`config.mk`:
```
export PLATFORM = sky130hd
export DESIGN_NAME = bwsr_regs
export DESIGN_NICKNAME = d
export VERILOG_FILES = /design/src/bwsr_pkg.sv /design/src/bwsr_window_cmp.sv /design/src/bwsr_regs.sv
export SDC_FILE = /design/constraint.sdc
export NUM_CORES = 1
export LEC_CHECK = 0
export BUFFER_PORTS_ARGS = -buffer_cell sky130_fd_sc_hd__buf_2
export CORE_MARGIN = 5
export CORE_UTILIZATION = 51
export DETAILED_ROUTE_END_ITERATION = 7
export GPL_ROUTABILITY_DRIVEN = 0
export PLACE_DENSITY = 0.8
export SYNTH_ARGS = -nofsm -noshare
export SYNTH_HDL_FRONTEND = slang
export SYNTH_SLANG_ARGS = --single-unit
```
`constraint.sdc`:
```
create_clock -name CLK_SYS -period 2.6 [get_ports CLK_SYS]
set_input_delay 0.13 -clock CLK_SYS [delete_from_list [all_inputs] [get_ports CLK_SYS]]
set_output_delay 0.13 -clock CLK_SYS [all_outputs]
set_load 0.01 [all_outputs]
```
`src/bwsr_pkg.sv`:
```
/*
 * Constants, types and register map for the bridge window and secondary
 * status register bank.
 * Assumes a 32-bit AXI4-Lite register bus with 12-bit byte addresses; each
 * register sits in the low bits of its own aligned word.
 */
// Notes on behaviour
// Top register bit 0 mirrors floor capability
// I/O top field bits 7:4, reset zero
// I/O floor/top decide I/O forwarding
// System-error flag stays clear while reporting disabled
// ERR message sets system-error flag; write-one clears
// Poisoned secondary TLP sets parity flag; write-one clears
// Parity flag ignores parity response enable
// Secondary status bits 13:0 read zero
// Memory floor bits 15:4, reset all ones
// Memory floor/top decide memory forwarding
// Capability 0=16-bit, 1=32-bit; writable when unlocked
// I/O floor field A[15:12], reset 0xF
// Memory top field A[31:20], low bits ones
// Reserved bits read zero, writes ignored
// Window inclusive both ends; floor above top empties
package bwsr_pkg;

	localparam int BWSR_AW = 12;

	// Printed offsets are register indices; byte address is four times
	localparam logic [7:0] BWSR_IDX_IO_FLOOR = 8'h1c;
	localparam logic [7:0] BWSR_IDX_IO_TOP = 8'h1d;
	localparam logic [7:0] BWSR_IDX_SEC_STS = 8'h1e;
	localparam logic [7:0] BWSR_IDX_MEM_FLOOR = 8'h20;
	localparam logic [7:0] BWSR_IDX_MEM_TOP = 8'h22;
	localparam logic [11:0] BWSR_A_IO_FLOOR = {2'h0, BWSR_IDX_IO_FLOOR, 2'h0};
	localparam logic [11:0] BWSR_A_IO_TOP = {2'h0, BWSR_IDX_IO_TOP, 2'h0};
	localparam logic [11:0] BWSR_A_SEC_STS = {2'h0, BWSR_IDX_SEC_STS, 2'h0};
	localparam logic [11:0] BWSR_A_MEM_FLOOR = {2'h0, BWSR_IDX_MEM_FLOOR, 2'h0};
	localparam logic [11:0] BWSR_A_MEM_TOP = {2'h0, BWSR_IDX_MEM_TOP, 2'h0};
	localparam logic [11:0] BWSR_A_CTRL = 12'h100;
	localparam logic [11:0] BWSR_A_INT_STAT = 12'h104;
	localparam logic [11:0] BWSR_A_INT_MASK = 12'h108;

	// Field positions
	localparam int BWSR_IO_CAP_BIT = 0;
	localparam int BWSR_IO_FIELD_LSB = 4;
	localparam int BWSR_MEM_FIELD_LSB = 4;
	localparam int BWSR_RSE_BIT = 14;
	localparam int BWSR_DPE_BIT = 15;
	localparam int BWSR_CTRL_SERR_BIT = 0;
	localparam int BWSR_CTRL_PERR_BIT = 1;
	localparam int BWSR_CTRL_UNLOCK_BIT = 2;
	localparam int BWSR_INT_RSE_BIT = 0;
	localparam int BWSR_INT_DPE_BIT = 1;

	// Values after reset
	localparam logic BWSR_IO_CAP_RST = 1'h1;
	localparam logic [3:0] BWSR_IO_FLOOR_RST = 4'hf;
	localparam logic [3:0] BWSR_IO_TOP_RST = 4'h0;
	localparam logic [11:0] BWSR_MEM_FLOOR_RST = 12'hfff;
	localparam logic [11:0] BWSR_MEM_TOP_RST = 12'h000;
	localparam logic [1:0] BWSR_INT_MASK_RST = 2'h0;

	// Implied low address bits of a window top
	localparam logic [11:0] BWSR_IO_LOW_ONES = 12'hfff;
	localparam logic [19:0] BWSR_MEM_LOW_ONES = 20'hf_ffff;

	localparam logic [1:0] BWSR_RESP_OKAY = 2'h0;
	localparam logic [1:0] BWSR_RESP_SLVERR = 2'h2;

	typedef enum {
		BWSR_SEL_IO_FLOOR,
		BWSR_SEL_IO_TOP,
		BWSR_SEL_SEC_STS,
		BWSR_SEL_MEM_FLOOR,
		BWSR_SEL_MEM_TOP,
		BWSR_SEL_CTRL,
		BWSR_SEL_INT_STAT,
		BWSR_SEL_INT_MASK,
		BWSR_SEL_NONE
	} bwsr_sel_e;

	typedef struct packed {
		logic cap_unlock;
		logic perr_en;
		logic serr_en;
	} bwsr_ctrl_s;

	typedef struct packed {
		logic [31:0] floor;
		logic [31:0] top;
	} bwsr_win_s;

endpackage

```
`src/bwsr_window_cmp.sv`:
```
/*
 * Inclusive window compare for one forwarding window.
 * Assumes floor and top are already expanded to full byte addresses.
 */
module bwsr_window_cmp (
	// Window bounds
	input wire bwsr_pkg::bwsr_win_s win,
	// Address under test
	input wire logic [31:0] addr,
	// Result
	output logic hit
);
	import bwsr_pkg::*;

	// A floor above the top can never satisfy both bounds, so it is empty
	assign hit = (addr >= win.floor) && (addr <= win.top);
endmodule

```
`src/bwsr_regs.sv`:
```
/*
 * Bridge I/O window, secondary status and memory window register bank,
 * with forwarding decisions, event flags and one interrupt output.
 * Assumes an AXI4-Lite master on CLK_SYS; event inputs and lookup addresses
 * come from logic on the same clock.
 */
module bwsr_regs (
	// Clock, reset, enable
	input wire logic CLK_SYS,
	input wire logic RESETN,
	input wire logic CE,
	// AXI4-Lite write address and data
	input wire logic [bwsr_pkg::BWSR_AW-1:0] S_AXI_AWADDR,
	input wire logic S_AXI_AWVALID,
	output logic S_AXI_AWREADY,
	input wire logic [31:0] S_AXI_WDATA,
	input wire logic [3:0] S_AXI_WSTRB,
	input wire logic S_AXI_WVALID,
	output logic S_AXI_WREADY,
	// AXI4-Lite write response
	output logic [1:0] S_AXI_BRESP,
	output logic S_AXI_BVALID,
	input wire logic S_AXI_BREADY,
	// AXI4-Lite read
	input wire logic [bwsr_pkg::BWSR_AW-1:0] S_AXI_ARADDR,
	input wire logic S_AXI_ARVALID,
	output logic S_AXI_ARREADY,
	output logic [31:0] S_AXI_RDATA,
	output logic [1:0] S_AXI_RRESP,
	output logic S_AXI_RVALID,
	input wire logic S_AXI_RREADY,
	// Secondary side events
	input wire logic ERR_MSG_RX,
	input wire logic POISON_RX,
	// Forwarding lookups
	input wire logic [31:0] IO_REQ_ADDR,
	input wire logic [31:0] MEM_REQ_ADDR,
	output logic IO_FWD,
	output logic MEM_FWD,
	// Interrupt
	output logic IRQ
);
	import bwsr_pkg::*;

	logic aw_held;
	logic w_held;
	logic [BWSR_AW-1:0] aw_addr;
	logic [31:0] w_data;
	logic [3:0] w_strb;
	logic wr_do;
	bwsr_sel_e wr_sel;
	bwsr_sel_e rd_sel;
	logic [31:0] rd_word;
	logic io_cap;
	logic [3:0] io_floor;
	logic [3:0] io_top;
	logic [11:0] mem_floor;
	logic [11:0] mem_top;
	logic received_system_error_flag;
	logic detected_parity_error_flag;
	bwsr_ctrl_s ctrl;
	logic [1:0] int_stat;
	logic [1:0] int_mask;
	logic [1:0] next_int_stat;
	logic rse_set;
	logic rse_clr;
	logic dpe_clr;
	bwsr_win_s io_win;
	bwsr_win_s mem_win;
	logic io_hit;
	logic mem_hit;

	// Address decode, shared by the read and the write path
	function automatic bwsr_sel_e reg_decode(input logic [BWSR_AW-1:0] a);
		unique case (a)
			BWSR_A_IO_FLOOR: reg_decode = BWSR_SEL_IO_FLOOR;
			BWSR_A_IO_TOP: reg_decode = BWSR_SEL_IO_TOP;
			BWSR_A_SEC_STS: reg_decode = BWSR_SEL_SEC_STS;
			BWSR_A_MEM_FLOOR: reg_decode = BWSR_SEL_MEM_FLOOR;
			BWSR_A_MEM_TOP: reg_decode = BWSR_SEL_MEM_TOP;
			BWSR_A_CTRL: reg_decode = BWSR_SEL_CTRL;
			BWSR_A_INT_STAT: reg_decode = BWSR_SEL_INT_STAT;
			BWSR_A_INT_MASK: reg_decode = BWSR_SEL_INT_MASK;
			default: reg_decode = BWSR_SEL_NONE;
		endcase
	endfunction

	assign wr_sel = reg_decode(aw_addr);
	assign rd_sel = reg_decode(S_AXI_ARADDR);
	// Write happens once both halves are held and no response is pending
	assign wr_do = CE && aw_held && w_held && !S_AXI_BVALID;

	// Write address channel; address and data may arrive in either order
	always_ff @(posedge CLK_SYS or negedge RESETN) begin
		if (!RESETN) begin
			aw_held <= 1'b0;
			aw_addr <= '0;
			S_AXI_AWREADY <= 1'b0;
		end else if (CE) begin
			if (S_AXI_AWREADY && S_AXI_AWVALID) begin
				aw_held <= 1'b1;
				aw_addr <= S_AXI_AWADDR;
				S_AXI_AWREADY <= 1'b0;
			end else if (S_AXI_BVALID && S_AXI_BREADY) begin
				aw_held <= 1'b0;
				S_AXI_AWREADY <= 1'b1;
			end else if (!aw_held && !S_AXI_BVALID) begin
				S_AXI_AWREADY <= 1'b1;
			end
		end
	end

	// Write data channel
	always_ff @(posedge CLK_SYS or negedge RESETN) begin
		if (!RESETN) begin
			w_held <= 1'b0;
			w_data <= '0;
			w_strb <= '0;
			S_AXI_WREADY <= 1'b0;
		end else if (CE) begin
			if (S_AXI_WREADY && S_AXI_WVALID) begin
				w_held <= 1'b1;
				w_data <= S_AXI_WDATA;
				w_strb <= S_AXI_WSTRB;
				S_AXI_WREADY <= 1'b0;
			end else if (S_AXI_BVALID && S_AXI_BREADY) begin
				w_held <= 1'b0;
				S_AXI_WREADY <= 1'b1;
			end else if (!w_held && !S_AXI_BVALID) begin
				S_AXI_WREADY <= 1'b1;
			end
		end
	end

	// Write response; unmapped addresses answer SLVERR and change nothing
	always_ff @(posedge CLK_SYS or negedge RESETN) begin
		if (!RESETN) begin
			S_AXI_BVALID <= 1'b0;
			S_AXI_BRESP <= BWSR_RESP_OKAY;
		end else if (CE) begin
			if (wr_do) begin
				S_AXI_BVALID <= 1'b1;
				S_AXI_BRESP <= (wr_sel == BWSR_SEL_NONE) ?
					BWSR_RESP_SLVERR : BWSR_RESP_OKAY;
			end else if (S_AXI_BVALID && S_AXI_BREADY) begin
				S_AXI_BVALID <= 1'b0;
			end
		end
	end

	// Read value; everything not listed reads as zero
	always_comb begin
		rd_word = '0;
		unique case (rd_sel)
			BWSR_SEL_IO_FLOOR: begin
				rd_word[BWSR_IO_CAP_BIT] = io_cap;
				rd_word[BWSR_IO_FIELD_LSB +: 4] = io_floor;
			end
			BWSR_SEL_IO_TOP: begin
				rd_word[BWSR_IO_CAP_BIT] = io_cap;
				rd_word[BWSR_IO_FIELD_LSB +: 4] = io_top;
			end
			BWSR_SEL_SEC_STS: begin
				// Bits 13:0 stay at their zero default
				rd_word[BWSR_RSE_BIT] = received_system_error_flag;
				rd_word[BWSR_DPE_BIT] = detected_parity_error_flag;
			end
			BWSR_SEL_MEM_FLOOR: rd_word[BWSR_MEM_FIELD_LSB +: 12] = mem_floor;
			BWSR_SEL_MEM_TOP: rd_word[BWSR_MEM_FIELD_LSB +: 12] = mem_top;
			BWSR_SEL_CTRL: begin
				rd_word[BWSR_CTRL_SERR_BIT] = ctrl.serr_en;
				rd_word[BWSR_CTRL_PERR_BIT] = ctrl.perr_en;
				rd_word[BWSR_CTRL_UNLOCK_BIT] = ctrl.cap_unlock;
			end
			BWSR_SEL_INT_STAT: rd_word[1:0] = int_stat;
			BWSR_SEL_INT_MASK: rd_word[1:0] = int_mask;
			BWSR_SEL_NONE: rd_word = '0;
		endcase
	end

	// Read channel; one read in flight, data captured at the address edge
	always_ff @(posedge CLK_SYS or negedge RESETN) begin
		if (!RESETN) begin
			S_AXI_ARREADY <= 1'b0;
			S_AXI_RVALID <= 1'b0;
			S_AXI_RDATA <= '0;
			S_AXI_RRESP <= BWSR_RESP_OKAY;
		end else if (CE) begin
			if (S_AXI_ARREADY && S_AXI_ARVALID) begin
				S_AXI_ARREADY <= 1'b0;
				S_AXI_RVALID <= 1'b1;
				S_AXI_RDATA <= rd_word;
				S_AXI_RRESP <= (rd_sel == BWSR_SEL_NONE) ?
					BWSR_RESP_SLVERR : BWSR_RESP_OKAY;
			end else if (S_AXI_RVALID && S_AXI_RREADY) begin
				S_AXI_RVALID <= 1'b0;
				S_AXI_ARREADY <= 1'b1;
			end else if (!S_AXI_RVALID) begin
				S_AXI_ARREADY <= 1'b1;
			end
		end
	end

	// I/O window fields; the capability bit is guarded so a stray write
	// cannot flip the addressing width under running software
	always_ff @(posedge CLK_SYS or negedge RESETN) begin
		if (!RESETN) begin
			io_cap <= BWSR_IO_CAP_RST;
			io_floor <= BWSR_IO_FLOOR_RST;
			io_top <= BWSR_IO_TOP_RST;
		end else if (wr_do && w_strb[0]) begin
			if (wr_sel == BWSR_SEL_IO_FLOOR) begin
				if (ctrl.cap_unlock)
					io_cap <= w_data[BWSR_IO_CAP_BIT];
				io_floor <= w_data[BWSR_IO_FIELD_LSB +: 4];
			end
			if (wr_sel == BWSR_SEL_IO_TOP)
				io_top <= w_data[BWSR_IO_FIELD_LSB +: 4];
		end
	end

	// Memory window fields span both low byte lanes
	always_ff @(posedge CLK_SYS or negedge RESETN) begin
		if (!RESETN) begin
			mem_floor <= BWSR_MEM_FLOOR_RST;
			mem_top <= BWSR_MEM_TOP_RST;
		end else if (wr_do) begin
			if (wr_sel == BWSR_SEL_MEM_FLOOR) begin
				if (w_strb[0])
					mem_floor[3:0] <= w_data[7:4];
				if (w_strb[1])
					mem_floor[11:4] <= w_data[15:8];
			end
			if (wr_sel == BWSR_SEL_MEM_TOP) begin
				if (w_strb[0])
					mem_top[3:0] <= w_data[7:4];
				if (w_strb[1])
					mem_top[11:4] <= w_data[15:8];
			end
		end
	end

	// Control bits: error report enable, parity response enable, unlock
	always_ff @(posedge CLK_SYS or negedge RESETN) begin
		if (!RESETN) begin
			ctrl <= '0;
		end else if (wr_do && w_strb[0] && wr_sel == BWSR_SEL_CTRL) begin
			ctrl.serr_en <= w_data[BWSR_CTRL_SERR_BIT];
			ctrl.perr_en <= w_data[BWSR_CTRL_PERR_BIT];
			ctrl.cap_unlock <= w_data[BWSR_CTRL_UNLOCK_BIT];
		end
	end

	assign rse_set = ctrl.serr_en && ERR_MSG_RX;
	assign rse_clr = wr_do && w_strb[1] && wr_sel == BWSR_SEL_SEC_STS &&
		w_data[BWSR_RSE_BIT];
	assign dpe_clr = wr_do && w_strb[1] && wr_sel == BWSR_SEL_SEC_STS &&
		w_data[BWSR_DPE_BIT];

	// Secondary status flags; a new event wins over a same-cycle clear
	always_ff @(posedge CLK_SYS or negedge RESETN) begin
		if (!RESETN) begin
			received_system_error_flag <= 1'b0;
			detected_parity_error_flag <= 1'b0;
		end else if (CE) begin
			received_system_error_flag <= (received_system_error_flag && !rse_clr) || rse_set;
			// Parity response enable deliberately not consulted
			detected_parity_error_flag <= (detected_parity_error_flag && !dpe_clr) || POISON_RX;
		end
	end

	// Interrupt status mirrors the two events, cleared by writing ones
	always_comb begin
		next_int_stat = int_stat;
		if (wr_do && w_strb[0] && wr_sel == BWSR_SEL_INT_STAT)
			next_int_stat = int_stat & ~w_data[1:0];
		next_int_stat[BWSR_INT_RSE_BIT] = next_int_stat[BWSR_INT_RSE_BIT] ||
			rse_set;
		next_int_stat[BWSR_INT_DPE_BIT] = next_int_stat[BWSR_INT_DPE_BIT] ||
			POISON_RX;
	end

	// Interrupt status, mask and output
	always_ff @(posedge CLK_SYS or negedge RESETN) begin
		if (!RESETN) begin
			int_stat <= '0;
			int_mask <= BWSR_INT_MASK_RST;
			IRQ <= 1'b0;
		end else if (CE) begin
			int_stat <= next_int_stat;
			if (wr_do && w_strb[0] && wr_sel == BWSR_SEL_INT_MASK)
				int_mask <= w_data[1:0];
			IRQ <= |(int_stat & int_mask);
		end
	end

	// Expanded windows; upper I/O bits are zero since no upper I/O
	// registers exist here, so 32-bit mode still decodes below 64K
	assign io_win.floor = {16'h0000, io_floor, 12'h000};
	assign io_win.top = {16'h0000, io_top, BWSR_IO_LOW_ONES};
	assign mem_win.floor = {mem_floor, 20'h0_0000};
	assign mem_win.top = {mem_top, BWSR_MEM_LOW_ONES};

	bwsr_window_cmp u_io_cmp (
		.win(io_win),
		.addr(IO_REQ_ADDR),
		.hit(io_hit)
	);

	bwsr_window_cmp u_mem_cmp (
		.win(mem_win),
		.addr(MEM_REQ_ADDR),
		.hit(mem_hit)
	);

	// Forwarding decisions, one cycle after the address is presented
	always_ff @(posedge CLK_SYS or negedge RESETN) begin
		if (!RESETN) begin
			IO_FWD <= 1'b0;
			MEM_FWD <= 1'b0;
		end else if (CE) begin
			IO_FWD <= io_hit;
			MEM_FWD <= mem_hit;
		end
	end
endmodule

```
### After elaboration in Yosys (flattened, before gate mapping)

Index checks and enable logic that the tools add are counted.

| cells by class | value |
|---|---|
| $lt $le $gt $ge | 4 |
| reductions and logical operators | 61 |
| equal/unequal tests | 33 |
| bitwise gates (word level) | 3 |
| mux-type cells | 26 |

Operators by type and width:

| cell | count |
|---|---|
| $eq 32x3->1 const B | 6 |
| $eq 32x2->1 const B | 3 |
| $eq 12x7->1 const B | 6 |
| $eq 12x9->1 const B | 6 |
| $eq 32x4->1 const B | 2 |
| $eq 32x5->1 const B | 2 |
| $logic_not 32->1 | 2 |
| $pmux 4 s8 | 2 |
| $eq 12x8->1 const B | 4 |
| $eq 32x1->1 const B | 1 |
| $ge 32x16->1 | 1 |
| $ge 32x32->1 | 1 |
| $le 32x16->1 | 1 |
| $le 32x32->1 | 1 |
| $reduce_and 2->1 | 14 |
| $logic_and 1x1->1 | 23 |
| $mux 1 | 16 |
| $pmux 4 s4 | 1 |
| $reduce_and 3->1 | 5 |
| $pmux 6 s2 | 1 |
| $eq 4x3->1 const B | 2 |
| $reduce_bool 2->1 | 4 |
| $mux 2 | 3 |
| $pmux 2 s3 | 1 |
| other kinds (9) | 19 |

| word-level totals | value |
|---|---|
| logic and storage cells | 157 |
| register bits after elaboration | 101 |
| input port bits | 134 |

### Logic depth before layout (Yosys ltp)

| depth | value |
|---|---|
| depth in word-level cells | 9 |
| mapped depth | 8 |
| depth with buffers taken out | 8 |

### Modules after synthesis

A second synthesis with hierarchy kept.

| second synthesis, totals | value |
|---|---|
| cells, all modules | 822 |
| area, all modules | 7,743.7 µm² |

By module, submodules not included:

| module | area each (µm²) | times used | cells each |
|---|---|---|---|
| bwsr_regs | 4,535.6 | 1 | 370 |
| bwsr_window_cmp | 1,604.0 | 2 | 226 |

### Worst setup path before layout

No wires, ideal clock.

| timing | value |
|---|---|
| kind | flip-flop to flip-flop |
| start point | reg aw_addr[4] |
| end point | reg int_mask[0] |
| buffers on the path | 0 |
| period minus slack after synthesis | 2.066 ns |
| cell stages (with the launch flop) | 7 |
| library setup time | 0.125 ns |
| path slack | 0.534 ns |
| data arrival time | 1.941 ns |
| required time | 2.475 ns |
| path through | dfrtp_1 > nor3_1 > nand4b_1 > o32ai_2 > nand2_1 > a21oi_1 > mux2_2 |

| between the ends | value |
|---|---|
| longest elaborated chain between the ends | 5 |
| elaborated cells between the ends (all ways) | 12 |

RTL lines:

| item | RTL line | RTL |
|---|---|---|
| start: declaration | bwsr_regs.sv:47 | `logic [BWSR_AW-1:0] aw_addr;` |
| start signal: assignment | bwsr_regs.sv:97 | `aw_addr <= '0;` |
| start signal: assignment | bwsr_regs.sv:102 | `aw_addr <= S_AXI_AWADDR;` |
| $eq 12x9->1, or another cell as far along | bwsr_regs.sv:75 | `unique case (a)` |
| $pmux 4 s8 (*) | bwsr_regs.sv:75 |  |
| $eq 4x3->1 (*) | bwsr_regs.sv:291 | `if (wr_do && w_strb[0] && wr_sel == BWSR_SEL_INT_MASK)` |
| $logic_and 1x1->1 (*) | bwsr_regs.sv:291 |  |
| $reduce_and 2->1 (no line) (*) | -- |  |
| end signal: assignment | bwsr_regs.sv:292 | `int_mask <= w_data[1:0];` |
| end: declaration | bwsr_regs.sv:63 | `logic [1:0] int_mask;` |

Every way passes the cells marked *; elsewhere a longest branch is shown, timed or not.
A chain may end at the register's enable or synchronous reset.

### Worst setup path in the final report

| timing | value |
|---|---|
| start point | reg aw_addr[9] |
| end point | reg int_mask[0] |

The elaborated chain is that of the path after synthesis.

==> flow_summary.yaml <==
timing:
  fin_crit_sh_pct: 88.6
  tightest_slew_ns: 0.942
  setup_viol: 0
  max_freq_ghz: 0.434
  rsz0062_at_grt: "no"
  maxSlewViolCount: 0
  fin_ws_ns: 0.296
  hold_viol_final: 0
  layout_min_cycle_time_ns: 2.30
  fin_tns_setup_ns: 0
  finClkSkew_ns: 0.0101
  maxSlewHeadroom_pct: 37.1
pwr:
  p_clk_share_pct: 23.8
  power_frac_comb_pct: 23.5
  ir_worst_vdd_mv: 0.384
  p_per_area_nw_per_um2: 608
  p_sw_mw: 1.30
  switching_share_pct: 31.4
  p_leak_nw: 3.33
  total_power_mw: 4.14
  intPower_mw: 2.84
  pwr-share-seq_pct: 52.6
clocking:
  cts_resized: 0
  clkTransAtPathRegs_ns: 0.09
  clock_sinks: 98
  cts_setup_buffers: 0
  numCtsBuffers: 9
  clk_path_buf_depth: 2
  clock_latency_ns: 0.37
  cts-root-buf: "clkbuf_8"
  cts_tree: "built"
  htreeDepth: 3
  hold_buffers: 28
detailed_routing:
  routed_wl_um: 14700
  drt-initial-drc-count: 425
  vias_per_cell: 5.66
  first_pass_iters: 5
  routedWlPerCell_um: 16.9
  drcViolationCount: 0
  ant_nets: 0
  vias: 4937
worst_setup_path:
  critPathMaxFanout: 4
  critPathLaunchType: "flip-flop"
  path_class: "reg -> reg"
  slowest_stage: "o32ai_2"
  cp_cell_sequence: "nor3_2 > nand4b_1 > o32ai_2 > nand2_1 > a21oi_1 > mux2_2"
  critical_path.startpoint: "aw_addr[9]"
  r2r_end: "int_mask[0]"
  rr_worst_depth: 6
  rr_startpoint: "aw_addr[9]"
  cp.arrival_ns: 2.56
  critPathTopFamily: "compound AO/OA/AOI/OAI gates"
  slowest_delay_ns: 0.50
  r2r_setup_slack_ns: 0.30
  crit_end: "int_mask[0]"
  worst_setup_path_end_kind: "flip-flop"
  crit_buf_inv: 0
  cp.required_ns: 2.85
  cp_num_cells: 6
logic_synthesis:
  netlist_top_cells_area: "dfrtp_1, dfstp_2, mux2_2, ha_1, nand2_1"
  syn_area_um2: 5510
  ys_types: 67
  synthArstFlopShare_pct: 100
  synthCells: 554
  yosys.area.top_type: "dfrtp_1"
  syn_area_per_cell_um2: 9.94
  synth_top_area_share_pct: 36.8
  ys_warn_count: 0
  synthFlopType: "dfrtp_1"
  synth-seq-area-share_pct: 44.9
  synth-edff-count: 0
  synth_seq_cells: 98
  yosys.cell_count.top_type: "dfrtp_1"
  synth_commonest_cells: "dfrtp_1, nand2_1, o21ai_0"
layout:
  multi_input_area_um2: 2770
  synthToLayoutAreaGrowth_pct: 23.7
  num-fill-cells: 869
  regArea_um2: 2470
  fin_nets: 893
  insertedDiodeCount: 0
  utilization_pct: 63.6
  drive_above_1_share_pct: 31.8
  fin_cells: 872
placement:
  place_ws_ns: 0.342
  port_buffers: 139
  dp.cells: 828
  hpwl_um: 11200
grt:
  grt-ovfl-total: 0
  grt_pass1_vias: 4932
  grt_max_degree: 58
  grt_usage_pct: 22.5
  antenna_found_initial: 0
  grt_pass1_wl_um: 23400
die:
  die_w_um: 114
  start_util_pct: 51.5
  ioPinCount: 178
  core-area_um2: 10700
  dieArea_um2: 13000
  rows: 38
  die_y_um: 114
job:
  cap_violations: 0
outcome:
  status: "completed"
hold_path:
  hold_path_class: "in -> reg"
  hold_path_depth: 2
[state kept, by name (all words and copies together) (netlist names), 2 cells and up]
register	cells
w_strb	2
ctrl	3
mem_floor	12
int_mask	2
w_data	15
io_floor	4
S_AXI_RDATA	15
int_stat	2
io_top	4
mem_top	12
aw_addr	12
[worst reg2reg max path, stage by stage (launching register included)]
cell and delay [ns]:
dfrtp_1 0.41, nor3_2 0.32, nand4b_1 0.28, o32ai_2 0.50, nand2_1 0.09, a21oi_1 0.25, mux2_2 0.36
[metal layers]
| metal | part of all wire, % | global-route usage (%) | wire (um) | up-vias |
|---|---|---|---|---|
| met4 | 3.2 | 10.1 | 479 | 0 |
| met3 | 7.2 | 3.98 | 1060 | 43 |
| met1 | 40 | 29.0 | 5900 | 2378 |
| met2 | 50 | 37.3 | 7310 | 203 |
| li1 | - | - | - | 2313 |
| met5 | 0 | 0 | 0 | - |
[final cells by class]
cell class | count | area share [%]
multi-input combinational | 407 | 40.7
sequential | 98 | 36.3
timing repair buffer | 176 | 15.5
tap | 140 | 2.57
clock buffer | 12 | 2.13
inverter | 35 | 1.93
clock inverter | 4 | 0.754
[kinds of logic after synthesis]
group,count (synthesis),share of synthesized area (%)
simple gates,198,19.5
compound gates,115,13.6
flops,98,44.9
buf+inv,67,5.93
mux,41,8.34
fa+ha+maj,32,7.27
xor+xnor,2,0.318
other cells,1,0.0681
[through the flow]
stage / hold WS [ns] / area [um2]
6_report: 0.00862 / 6810
3_5_place_dp: 0.147 / 6330
4_1_cts: 0.000412 / 6810
3_3_place_gp: 0.142 / 6330
5_1_grt: 0.00400 / 6810
2_1_floorplan: -0.166 / 5570
[power groups by stage]
stage / clock [mW] / sequential, mW / combinational [mW]
2_1_floorplan: 0 / 2.13 / 0.603
3_3_place_gp: 0 / 2.17 / 0.901
3_5_place_dp: 0 / 2.20 / 0.944
4_1_cts: 1.01 / 2.17 / 0.981
5_1_grt: 1.07 / 2.22 / 1.07
6_report: 0.987 / 2.18 / 0.974
[placed cells by master (no fill, tap or decap), drive strengths merged, types with 3 or more instances in the layout]
cell,synthesis,routed
nor2b,7,7
nor2,30,30
nor4,12,12
a21o,9,9
nand2,71,71
nor4b,4,4
o21ai,51,51
conb,1,19
a21oi,18,18
nand4,18,18
clkbuf,8,12
dlygate4sd3,0,28
nand4b,3,3
dfrtp,81,81
inv,35,35
dfstp,17,17
nand2b,4,4
and3,3,3
nor3,13,13
a221oi,6,6
ha,32,32
a221o,4,4
mux2,39,39
a31oi,6,6
nand3,13,13
nor3b,4,4
buf,24,148
or3,6,6
[worst min-delay path by stage]
| stage | startpoint | to |
|---|---|---|
| 3_3_place_gp | RESETN | S_AXI_RDATA[10] |
| 5_1_grt | S_AXI_WDATA[1] | w_data[1] |
| 6_report | S_AXI_WDATA[8] | w_data[8] |
| 2_1_floorplan | RESETN | IO_FWD |
| 3_5_place_dp | RESETN | S_AXI_RDATA[9] |
| 4_1_cts | S_AXI_WDATA[8] | w_data[8] |
Note: power is estimated with default switching activity, not from simulation.
